## config.mk

```make
export PLATFORM = sky130hd
export DESIGN_NAME = sar_adc_control
export DESIGN_NICKNAME = d
export VERILOG_FILES = /design/src/sar_adc_pkg.sv /design/src/sar_clock_gen.sv /design/src/window_compare.sv /design/src/sar_adc_control.sv
export SDC_FILE = /design/constraint.sdc
export NUM_CORES = 1
export LEC_CHECK = 0
export ABC_AREA = 1
export BUFFER_PORTS_ARGS = -buffer_cell sky130_fd_sc_hd__buf_4
export CAP_MARGIN = 20
export CELL_PAD_IN_SITES_DETAIL_PLACEMENT = 0
export CELL_PAD_IN_SITES_GLOBAL_PLACEMENT = 2
export CORE_UTILIZATION = 38
export DETAILED_ROUTE_END_ITERATION = 8
export GPL_ROUTABILITY_DRIVEN = 0
export PLACE_DENSITY = 0.88
export SLEW_MARGIN = 20
export SYNTH_ARGS = -nofsm -noshare
export SYNTH_HDL_FRONTEND = slang
export SYNTH_SLANG_ARGS = --single-unit
```

## constraint.sdc

```tcl
create_clock -name clk -period 7.35 [get_ports clk]
set_input_delay 1.47 -clock clk [delete_from_list [all_inputs] [get_ports clk]]
set_output_delay 1.47 -clock clk [all_outputs]
set_load 0.01 [all_outputs]
```

## src/sar_adc_pkg.sv

```systemverilog
// Shared constants for the SAR converter control block.
package sar_adc_pkg;
   // Register addresses on the special-function register port.
   localparam logic [7:0] CONFIG_ADDR = 8'hbc; // Converter configuration.
   localparam logic [7:0] RESULT_LOW_ADDR = 8'hbe; // Result low byte.
   localparam logic [7:0] RESULT_HIGH_ADDR = 8'hbf; // Result high byte.
   localparam logic [7:0] UPPER_LOW_ADDR = 8'hc4; // Greater-than word, low byte.
   localparam logic [7:0] UPPER_HIGH_ADDR = 8'hc5; // Greater-than word, high byte.
   localparam logic [7:0] LOWER_LOW_ADDR = 8'hc6; // Less-than word, low byte.
   localparam logic [7:0] LOWER_HIGH_ADDR = 8'hc7; // Less-than word, high byte.
   localparam logic [7:0] CONTROL_ADDR = 8'he8; // Converter control.
   // Reset values.
   localparam logic [7:0] CONFIG_RESET = 8'hf8; // Slowest divider, unity gain.
   localparam logic [7:0] UPPER_RESET = 8'hff; // Greater-than bytes.
   localparam logic [7:0] ZERO_BYTE = 8'h00; // Other bytes and unmapped reads.
   // Field positions in the control register.
   localparam int ENABLE_BIT = 7; // Converter enable.
   localparam int TRACK_BIT = 6; // Track mode select.
   localparam int DONE_BIT = 5; // Conversion done flag.
   localparam int BUSY_BIT = 4; // Busy bit.
   localparam int SOURCE_MSB = 3; // Start source, upper bit.
   localparam int SOURCE_LSB = 2; // Start source, lower bit.
   localparam int WINDOW_BIT = 1; // Window match flag.
   localparam int LJUST_BIT = 0; // Left justify select.
   // Field positions in the configuration register.
   localparam int DIV_MSB = 7; // Divider field, upper bit.
   localparam int DIV_LSB = 3; // Divider field, lower bit.
   localparam int GAIN_MSB = 2; // Gain field, upper bit.
   // Start source codes.
   localparam logic [1:0] SRC_WRITE = 2'h0; // Busy bit write of one.
   localparam logic [1:0] SRC_TIMER3 = 2'h1; // Timer 3 overflow.
   localparam logic [1:0] SRC_PIN = 2'h2; // External start pin.
   localparam logic [1:0] SRC_TIMER2 = 2'h3; // Timer 2 overflow.
   // Gain expressed as twice the amplifier gain.
   localparam logic [5:0] GAIN_X2_HALF = 6'h01; // Gain 0.5.
   localparam logic [5:0] GAIN_X2_1 = 6'h02; // Gain 1.
   localparam logic [5:0] GAIN_X2_2 = 6'h04; // Gain 2.
   localparam logic [5:0] GAIN_X2_4 = 6'h08; // Gain 4.
   localparam logic [5:0] GAIN_X2_8 = 6'h10; // Gain 8.
   localparam logic [5:0] GAIN_X2_16 = 6'h20; // Gain 16.
   // Sequence lengths in SAR clocks.
   localparam logic [4:0] TRACK_SAR_CLOCKS = 5'h03; // Low-power tracking time.
   localparam logic [4:0] CONV_SAR_CLOCKS = 5'h10; // Conversion time.
   // Sequencer states.
   typedef enum logic [1:0] {ST_IDLE, ST_TRACK, ST_CONV} state_t;
endpackage

```

## src/sar_clock_gen.sv

```systemverilog
// SAR clock generator: one tick per SAR clock period.
`timescale 1ns/10ps
module sar_clock_gen (
   input wire logic clk, // System clock.
   input wire logic arst_n, // Asynchronous reset, active low.
   input wire logic [4:0] divider, // Divider field D.
   input wire logic restart, // Starts a fresh full period.
   output logic sar_tick // High once per SAR clock period.
);
   typedef struct packed {
      logic [5:0] cnt; // Position within the period.
   } div_state_t;
   div_state_t r; // Registered state.
   div_state_t next_r; // Next state.
   logic [5:0] last; // Last count of a period, 2(D+1)-1.

   // A period lasts 2(D+1) system clocks.
   assign last = {divider, 1'b1};

   // Tick every clock with no division, else at the end of each period.
   // The tick does not look at restart: restart is itself made from the tick.
   assign sar_tick = (divider == 5'h00) || (r.cnt == last);

   // Counter advances and wraps; restart aligns the period to a start.
   always_comb begin
      next_r = r;
      if (restart || r.cnt == last) begin
         next_r.cnt = 6'h00;
      end else begin
         next_r.cnt = r.cnt + 6'h01;
      end
   end

   // State register.
   always_ff @(posedge clk or negedge arst_n) begin
      if (!arst_n) begin
         r <= '0;
      end else begin
         r <= next_r;
      end
   end
endmodule // sar_clock_gen

```

## src/window_compare.sv

```systemverilog
// Window comparator for converter results.
`timescale 1ns/10ps
module window_compare (
   input wire logic [15:0] data_word, // Formatted result word.
   input wire logic [15:0] upper_word, // Greater-than reference.
   input wire logic [15:0] lower_word, // Less-than reference.
   input wire logic signed_mode, // Words are two's complement.
   output logic match // Result lies in the flagged region.
);
   logic above; // Result is above the greater-than word.
   logic below; // Result is below the less-than word.
   logic inside_mode; // Less-than word exceeds greater-than word.

   // Compare with the same signedness as the data word.
   always_comb begin
      if (signed_mode) begin
         above = $signed(data_word) > $signed(upper_word);
         below = $signed(data_word) < $signed(lower_word);
         inside_mode = $signed(lower_word) > $signed(upper_word);
      end else begin
         above = data_word > upper_word;
         below = data_word < lower_word;
         inside_mode = lower_word > upper_word;
      end
   end

   // Inside the limits when ordered that way, otherwise outside them.
   assign match = inside_mode ? (above && below) : (above || below);
endmodule // window_compare

```

## src/sar_adc_control.sv

```systemverilog
// Control, sequencing and registers around a 12-bit SAR converter.
// Summary of operation
// - SAR clock is system clock over 2(D+1).
// - Divider zero runs SAR clock undivided.
// - Gain field decodes to 1,2,4,8,16,0.5.
// - Enable clear means shutdown, no conversions.
// - Normal mode tracks except while converting.
// - Done flag set as busy falls.
// - Busy bit reads one while converting.
// - Busy write of one starts in source 00.
// - Source field picks write, timers or pin.
// - Low-power mode tracks three SAR clocks first, except with the pin source.
// - Pin source tracks while low, converts rising.
// - Window flag set on match, software clears.
// - Right justify, sign-extend differential upper nibble.
// - Left justify, low nibble reads zero.
// - Single-ended unsigned, differential two's complement.
// - Compare results against both window words.
// - Conversion lasts sixteen SAR clocks.
`timescale 1ns/10ps
module sar_adc_control (
   input wire logic clk, // System clock, 50 MHz.
   input wire logic arst_n, // Asynchronous reset, active low.
   input wire logic [7:0] sfr_addr, // Register address.
   input wire logic sfr_wr, // Write strobe.
   input wire logic sfr_rd, // Read strobe.
   input wire logic [7:0] sfr_wdata, // Write data.
   output logic [7:0] sfr_rdata, // Read data, one cycle after the strobe.
   input wire logic timer2_overflow, // Timer 2 overflow pulse.
   input wire logic timer3_overflow, // Timer 3 overflow pulse.
   input wire logic external_convert_start, // External start pin.
   input wire logic [11:0] sar_code, // Raw code from the analog SAR.
   input wire logic differential_mode, // Selected input is a differential pair.
   output logic converter_powered, // Analog section powered.
   output logic track_active, // Track-and-hold is tracking.
   output logic convert_active, // Analog SAR is converting.
   output logic sar_tick, // One pulse per SAR clock.
   output logic [5:0] pga_gain_x2, // Amplifier gain times two.
   output logic conversion_done_flag, // Conversion done flag.
   output logic window_match_flag // Window match flag.
);
   typedef struct packed {
      sar_adc_pkg::state_t st; // Sequencer state.
      logic [4:0] cnt; // SAR clocks spent in the state.
      logic [7:0] cfg; // Configuration register.
      logic en; // Converter enable.
      logic tm; // Track mode select.
      logic done; // Conversion done flag.
      logic winf; // Window match flag.
      logic [1:0] src; // Start source select.
      logic ljust; // Left justify select.
      logic [7:0] res_hi; // Result high byte.
      logic [7:0] res_lo; // Result low byte.
      logic [7:0] gth; // Greater-than high byte.
      logic [7:0] gtl; // Greater-than low byte.
      logic [7:0] lth; // Less-than high byte.
      logic [7:0] ltl; // Less-than low byte.
      logic [7:0] rdata; // Read data.
      logic ext_s1; // Pin synchroniser, first stage.
      logic ext_s2; // Pin synchroniser, second stage.
      logic ext_prev; // Previous synchronised pin level.
   } ctl_state_t;

   ctl_state_t r; // Registered state.
   ctl_state_t next_r; // Next state.
   logic busy; // Conversion in progress.
   logic ext_rise; // Rising edge of the synchronised pin.
   logic trigger; // Selected start event.
   logic ctl_wr; // Write to the control register.
   logic restart; // Aligns the SAR clock to a new phase.
   logic conv_end; // Last cycle of a conversion.
   logic win_hit; // Window comparator verdict.
   logic [15:0] fmt_word; // Justified result of the current code.
   logic [3:0] sign_fill; // Upper nibble for right justification.

   // Busy covers the tracking phase of low-power mode too.
   assign busy = r.st != sar_adc_pkg::ST_IDLE;
   assign ext_rise = r.ext_s2 && !r.ext_prev;
   assign ctl_wr = sfr_wr && sfr_addr == sar_adc_pkg::CONTROL_ADDR;

   // Select the start event from the source field.
   always_comb begin
      case (r.src)
         sar_adc_pkg::SRC_WRITE: trigger = ctl_wr && sfr_wdata[sar_adc_pkg::BUSY_BIT];
         sar_adc_pkg::SRC_TIMER3: trigger = timer3_overflow;
         sar_adc_pkg::SRC_PIN: trigger = ext_rise;
         default: trigger = timer2_overflow;
      endcase
   end

   // Differential codes fill the upper nibble with their sign.
   assign sign_fill = differential_mode ? {4{sar_code[11]}} : 4'h0;

   // Right or left justification of the raw code.
   assign fmt_word = r.ljust ? {sar_code, 4'h0}
      : {sign_fill, sar_code};

   // The window is judged on the word that is about to be stored.
   window_compare u_window (
      .data_word(fmt_word),
      .upper_word({r.gth, r.gtl}),
      .lower_word({r.lth, r.ltl}),
      .signed_mode(differential_mode),
      .match(win_hit)
   );

   // SAR clock ticks, restarted at each tracking or conversion start.
   sar_clock_gen u_sar_clock (
      .clk(clk),
      .arst_n(arst_n),
      .divider(r.cfg[sar_adc_pkg::DIV_MSB:sar_adc_pkg::DIV_LSB]),
      .restart(restart),
      .sar_tick(sar_tick)
   );

   // Decode the gain field; 10x and 11x ignore the lowest bit.
   always_comb begin
      if (r.cfg[sar_adc_pkg::GAIN_MSB]) begin
         pga_gain_x2 = r.cfg[sar_adc_pkg::GAIN_MSB - 1] ? sar_adc_pkg::GAIN_X2_HALF
            : sar_adc_pkg::GAIN_X2_16;
      end else begin
         case (r.cfg[sar_adc_pkg::GAIN_MSB - 1:0])
            2'h0: pga_gain_x2 = sar_adc_pkg::GAIN_X2_1;
            2'h1: pga_gain_x2 = sar_adc_pkg::GAIN_X2_2;
            2'h2: pga_gain_x2 = sar_adc_pkg::GAIN_X2_4;
            default: pga_gain_x2 = sar_adc_pkg::GAIN_X2_8;
         endcase
      end
   end

   // Analog controls follow the sequencer and the mode bits.
   assign converter_powered = r.en;
   assign convert_active = r.st == sar_adc_pkg::ST_CONV;
   always_comb begin
      if (!r.en) begin
         track_active = 1'b0;
      end else if (!r.tm) begin
         track_active = r.st != sar_adc_pkg::ST_CONV;
      end else if (r.src == sar_adc_pkg::SRC_PIN) begin
         track_active = r.st == sar_adc_pkg::ST_IDLE && !r.ext_s2;
      end else begin
         track_active = r.st == sar_adc_pkg::ST_TRACK;
      end
   end

   assign conversion_done_flag = r.done;
   assign window_match_flag = r.winf;
   assign sfr_rdata = r.rdata;

   // Register writes, read capture, sequencer and flag updates.
   always_comb begin
      next_r = r;
      restart = 1'b0;
      conv_end = 1'b0;
      // Pin passes two flip-flops before the edge detector sees it.
      next_r.ext_s1 = external_convert_start;
      next_r.ext_s2 = r.ext_s1;
      next_r.ext_prev = r.ext_s2;
      // Software writes; the busy bit itself is not stored.
      if (sfr_wr) begin
         if (sfr_addr == sar_adc_pkg::CONFIG_ADDR) begin
            next_r.cfg = sfr_wdata;
         end else if (sfr_addr == sar_adc_pkg::RESULT_LOW_ADDR) begin
            next_r.res_lo = sfr_wdata;
         end else if (sfr_addr == sar_adc_pkg::RESULT_HIGH_ADDR) begin
            next_r.res_hi = sfr_wdata;
         end else if (sfr_addr == sar_adc_pkg::UPPER_LOW_ADDR) begin
            next_r.gtl = sfr_wdata;
         end else if (sfr_addr == sar_adc_pkg::UPPER_HIGH_ADDR) begin
            next_r.gth = sfr_wdata;
         end else if (sfr_addr == sar_adc_pkg::LOWER_LOW_ADDR) begin
            next_r.ltl = sfr_wdata;
         end else if (sfr_addr == sar_adc_pkg::LOWER_HIGH_ADDR) begin
            next_r.lth = sfr_wdata;
         end else if (ctl_wr) begin
            next_r.en = sfr_wdata[sar_adc_pkg::ENABLE_BIT];
            next_r.tm = sfr_wdata[sar_adc_pkg::TRACK_BIT];
            next_r.done = sfr_wdata[sar_adc_pkg::DONE_BIT];
            next_r.src = sfr_wdata[sar_adc_pkg::SOURCE_MSB:sar_adc_pkg::SOURCE_LSB];
            next_r.winf = sfr_wdata[sar_adc_pkg::WINDOW_BIT];
            next_r.ljust = sfr_wdata[sar_adc_pkg::LJUST_BIT];
         end
      end
      // Read data is captured on the strobe; unmapped reads give zero.
      if (sfr_rd) begin
         if (sfr_addr == sar_adc_pkg::CONFIG_ADDR) begin
            next_r.rdata = r.cfg;
         end else if (sfr_addr == sar_adc_pkg::RESULT_LOW_ADDR) begin
            next_r.rdata = r.res_lo;
         end else if (sfr_addr == sar_adc_pkg::RESULT_HIGH_ADDR) begin
            next_r.rdata = r.res_hi;
         end else if (sfr_addr == sar_adc_pkg::UPPER_LOW_ADDR) begin
            next_r.rdata = r.gtl;
         end else if (sfr_addr == sar_adc_pkg::UPPER_HIGH_ADDR) begin
            next_r.rdata = r.gth;
         end else if (sfr_addr == sar_adc_pkg::LOWER_LOW_ADDR) begin
            next_r.rdata = r.ltl;
         end else if (sfr_addr == sar_adc_pkg::LOWER_HIGH_ADDR) begin
            next_r.rdata = r.lth;
         end else if (sfr_addr == sar_adc_pkg::CONTROL_ADDR) begin
            next_r.rdata = {r.en, r.tm, r.done, busy, r.src, r.winf, r.ljust};
         end else begin
            next_r.rdata = sar_adc_pkg::ZERO_BYTE;
         end
      end
      // Sequencer, counting whole SAR clock periods.
      case (r.st)
         sar_adc_pkg::ST_IDLE: begin
            // Starts are accepted only while enabled and idle.
            if (r.en && trigger) begin
               restart = 1'b1;
               next_r.cnt = 5'h00;
               if (r.tm && r.src != sar_adc_pkg::SRC_PIN) begin
                  next_r.st = sar_adc_pkg::ST_TRACK;
               end else begin
                  next_r.st = sar_adc_pkg::ST_CONV;
               end
            end
         end
         sar_adc_pkg::ST_TRACK: begin
            // Track three SAR clocks, then convert.
            if (sar_tick) begin
               if (r.cnt == sar_adc_pkg::TRACK_SAR_CLOCKS - 5'h01) begin
                  restart = 1'b1;
                  next_r.cnt = 5'h00;
                  next_r.st = sar_adc_pkg::ST_CONV;
               end else begin
                  next_r.cnt = r.cnt + 5'h01;
               end
            end
         end
         default: begin
            // Conversion ends after sixteen full SAR clock periods.
            if (sar_tick) begin
               if (r.cnt == sar_adc_pkg::CONV_SAR_CLOCKS - 5'h01) begin
                  conv_end = 1'b1;
                  next_r.st = sar_adc_pkg::ST_IDLE;
               end else begin
                  next_r.cnt = r.cnt + 5'h01;
               end
            end
         end
      endcase
      // Clearing the enable aborts any conversion without a result.
      if (!r.en) begin
         next_r.st = sar_adc_pkg::ST_IDLE;
         conv_end = 1'b0;
      end
      // Completion stores the result and sets flags; set wins over clear.
      if (conv_end) begin
         next_r.res_hi = fmt_word[15:8];
         next_r.res_lo = fmt_word[7:0];
         next_r.done = 1'b1;
         if (win_hit) begin
            next_r.winf = 1'b1;
         end
      end
   end

   // State register with documented reset values.
   always_ff @(posedge clk or negedge arst_n) begin
      if (!arst_n) begin
         r <= '0;
         r.st <= sar_adc_pkg::ST_IDLE;
         r.cfg <= sar_adc_pkg::CONFIG_RESET;
         r.gth <= sar_adc_pkg::UPPER_RESET;
         r.gtl <= sar_adc_pkg::UPPER_RESET;
      end else begin
         r <= next_r;
      end
   end

   // Helper counts of SAR clocks spent tracking and converting.
   logic [4:0] trk_ticks; // Ticks seen in the tracking state.
   logic [4:0] conv_ticks; // Ticks seen in the converting state.
   always_ff @(posedge clk or negedge arst_n) begin
      if (!arst_n) begin
         trk_ticks <= 5'h00;
         conv_ticks <= 5'h00;
      end else begin
         if (r.st == sar_adc_pkg::ST_TRACK && sar_tick) begin
            trk_ticks <= trk_ticks + 5'h01;
         end else if (r.st == sar_adc_pkg::ST_IDLE) begin
            trk_ticks <= 5'h00;
         end
         if (r.st == sar_adc_pkg::ST_CONV && sar_tick) begin
            conv_ticks <= conv_ticks + 5'h01;
         end else if (r.st != sar_adc_pkg::ST_CONV) begin
            conv_ticks <= 5'h00;
         end
      end
   end
endmodule // sar_adc_control

```

==> metrics.txt <==
boundary pin count=56; total routed wirelength=18,600 microns; Core Area=15,200 sq um; Post-route DRC=0; Synth Instances=770; TritonCTS sink count=87; Yosys top cell by area=dfrtp_1; fin crit share=45.6%; area occupied by multi-input gates=3140 sq um; DP Worst Slack=3.64 ns; top-count cell post-synth=nand2_1; max incr delay on CP=0.49 ns; critical path class=register to output pin; wire per inst=18.4 microns; nets=901; CP Data Arrival Time=1.88 ns; # hold bufs at CTS=0; worst skew pair latency=0.35 ns; initial antenna violation count=0; status=completed; final core occ=44.2%; global route overflow=0; Max Fclk=298 MHz; die height=127 microns; ys flop type=dfrtp_1; syn_nets=855; clock-pin slew on the worst setup and hold paths=0.06 ns; dpl hpwl=14,700 microns; crit end category=output pin; CTS H-tree lvls=3; critical-path maximum fanout=10; final setup margin=4.00 ns; RSZ-0062 raised after global routing=no; area of the mapped netlist=5900 sq um; Tmin final=3.35 ns; Yosys warning total=0; post-cts sizing count=0; Clock Tree Buf Depth=2; Worst Hold Class=register to register; largest net degree at the start of global routing=65; Rows=45; Slew headroom=44.5%; layout cells sized above 1=15.8%; DR vias=5,351; Setup TNS=0 ns; Initial DRC Count=374; total CTS buffers=9; Die X=127 microns; Post-synth EDFFs=0; CP max stage cell=dfrtp_1; IO Port Bufs=55; first-pass GRT wire length=28,900 microns; CTS tree=built; Setup Fix Bufs, Post-CTS=0; Commonest cells post-synth=nand2_1 (209), inv_1 (103), o21ai_0 (76), dfrtp_1 (66), ha_1 (49); CP required=5.88 ns; Tot GR Track Use=24.2%; peak supply drop=0.168 mV; worst hold slack=0.353 ns; antenna diode count=0; Slew Viols, Final=0; P_leak=3.23 nW; P per Cell Area=215 nW/um^2; area delta synth->final=14.0%; Starting Density=38.8%; drt pass-1 iters=5; Worst Max-Slew Pin Slew=0.824 ns; vias per std cell=5.30; post-synth top area share=28.0%; Yosys reg bits=87; final setup fails=0; max_cap viols=0; die area=16,000 sq um; startpoint types=register; Hold Vio Cnt, Final=0; synth top area cells=dfrtp_1 (28%), nand2_1 (13%), ha_1 (10%), dfstp_2 (9.4%), inv_1 (6.6%); fillers=1,583; clk root buf=clkbuf_16; antenna viol nets, final=0; cell chain of the critical path=nor2_1 > nand3_1 > a221oi_1 > buf_4; Post-Synthesis Mean Instance Area=7.66 sq um; Unique masters post-synth=52; FFs w/ async S/R, synth=100%; Seq. cell area=2200 sq um; vias in the first global route=5,215; Worst Skew=0.00747 ns; register area share after synthesis=37.3%
path summary, 6_finish.rpt:
kind,from,to,slack (ns),cells after the start
min,next_r[1],next_r[0],0.35,0
max in group asynchronous,arst_n,r[20],5.17,2
max reg2reg,r[59],window_match_flag,4.40,15
min in group asynchronous,arst_n,sfr_rdata[0],1.04,1
min reg2reg,next_r[1],next_r[0],0.35,0
max,r[80],track_active,4.00,4
sequential cells by signal, summed over array words and instances, names as in the netlist:
| name | count |
|---|---|
| conversion_done_flag | 1 |
| window_match_flag | 1 |
| converter_powered | 1 |
| sfr_rdata | 8 |
| u_sar_clock.r | 6 |
| r | 68 |
| next_r | 2 |
layer usage:
metal  vias to the layer above  wire length (microns)  track usage, %
met2                       166                   8270            37.6
met1                      2528                   8570            31.9
met4                         0                    616            9.00
met3                        32                   1110            7.04
met5                         -                      0               0
li1                       2625                      -               -
cell type report:
cell class                 count  area share, %
timing repair buffer          56           6.25
inverter                     110           6.18
clock buffer                  11           3.46
tap                          188           3.50
clock inverter                 5           1.21
multi-input combinational    552           46.7
sequential                    87           32.8
layout by cell type (no fill, tap or decap), types with 11 or more instances in the layout:
master and instances:
nand3_1 33, o211ai_1 11, buf_4 56, nand2_1 209, nor3_1 12, a21oi_1 40, o21ai_0 76, dfrtp_1 66
nor2_1 42, dfstp_2 21, inv_1 103, ha_1 49
where the power goes:
part	internal [mW]	switching, mW
combinational	0.141	0.235
clock	0.299	0.196
sequential	0.528	0.0471
total	0.968	0.478
critical path: cells and delay by family (launching register included):
| family | cells | cell delay, ns |
|---|---|---|
| compound gates | 1 | 0.32 |
| flops | 1 | 0.49 |
| buf+inv | 1 | 0.18 |
| simple gates | 2 | 0.55 |
metrics by stage:
| step | total power, mW | std cells | cell area (sq um) |
|---|---|---|---|
| floorplan | 0.828 | 770 | 5900 |
| finish | 1.45 | 1009 | 6730 |
| CTS | 1.46 | 1009 | 6730 |
| global placement | 0.950 | 993 | 6410 |
| detailed placement | 0.957 | 993 | 6410 |
| global route | 1.54 | 1009 | 6730 |
kinds of logic (layout without fill, tap and decap cells):
logic type | count (synthesis) | in the layout | synth area share (%)
DFF | 87 | 87 | 37.3
adders and majority gates | 49 | 49 | 10.4
and+or+nand+nor | 337 | 337 | 26.6
AOI/OAI and AO/OA | 160 | 160 | 15.4
xor gates and xnor gates | 6 | 6 | 0.891
buffers and inverters | 131 | 182 | 9.46
No activity file was read; power rests on OpenSTA's default activity.
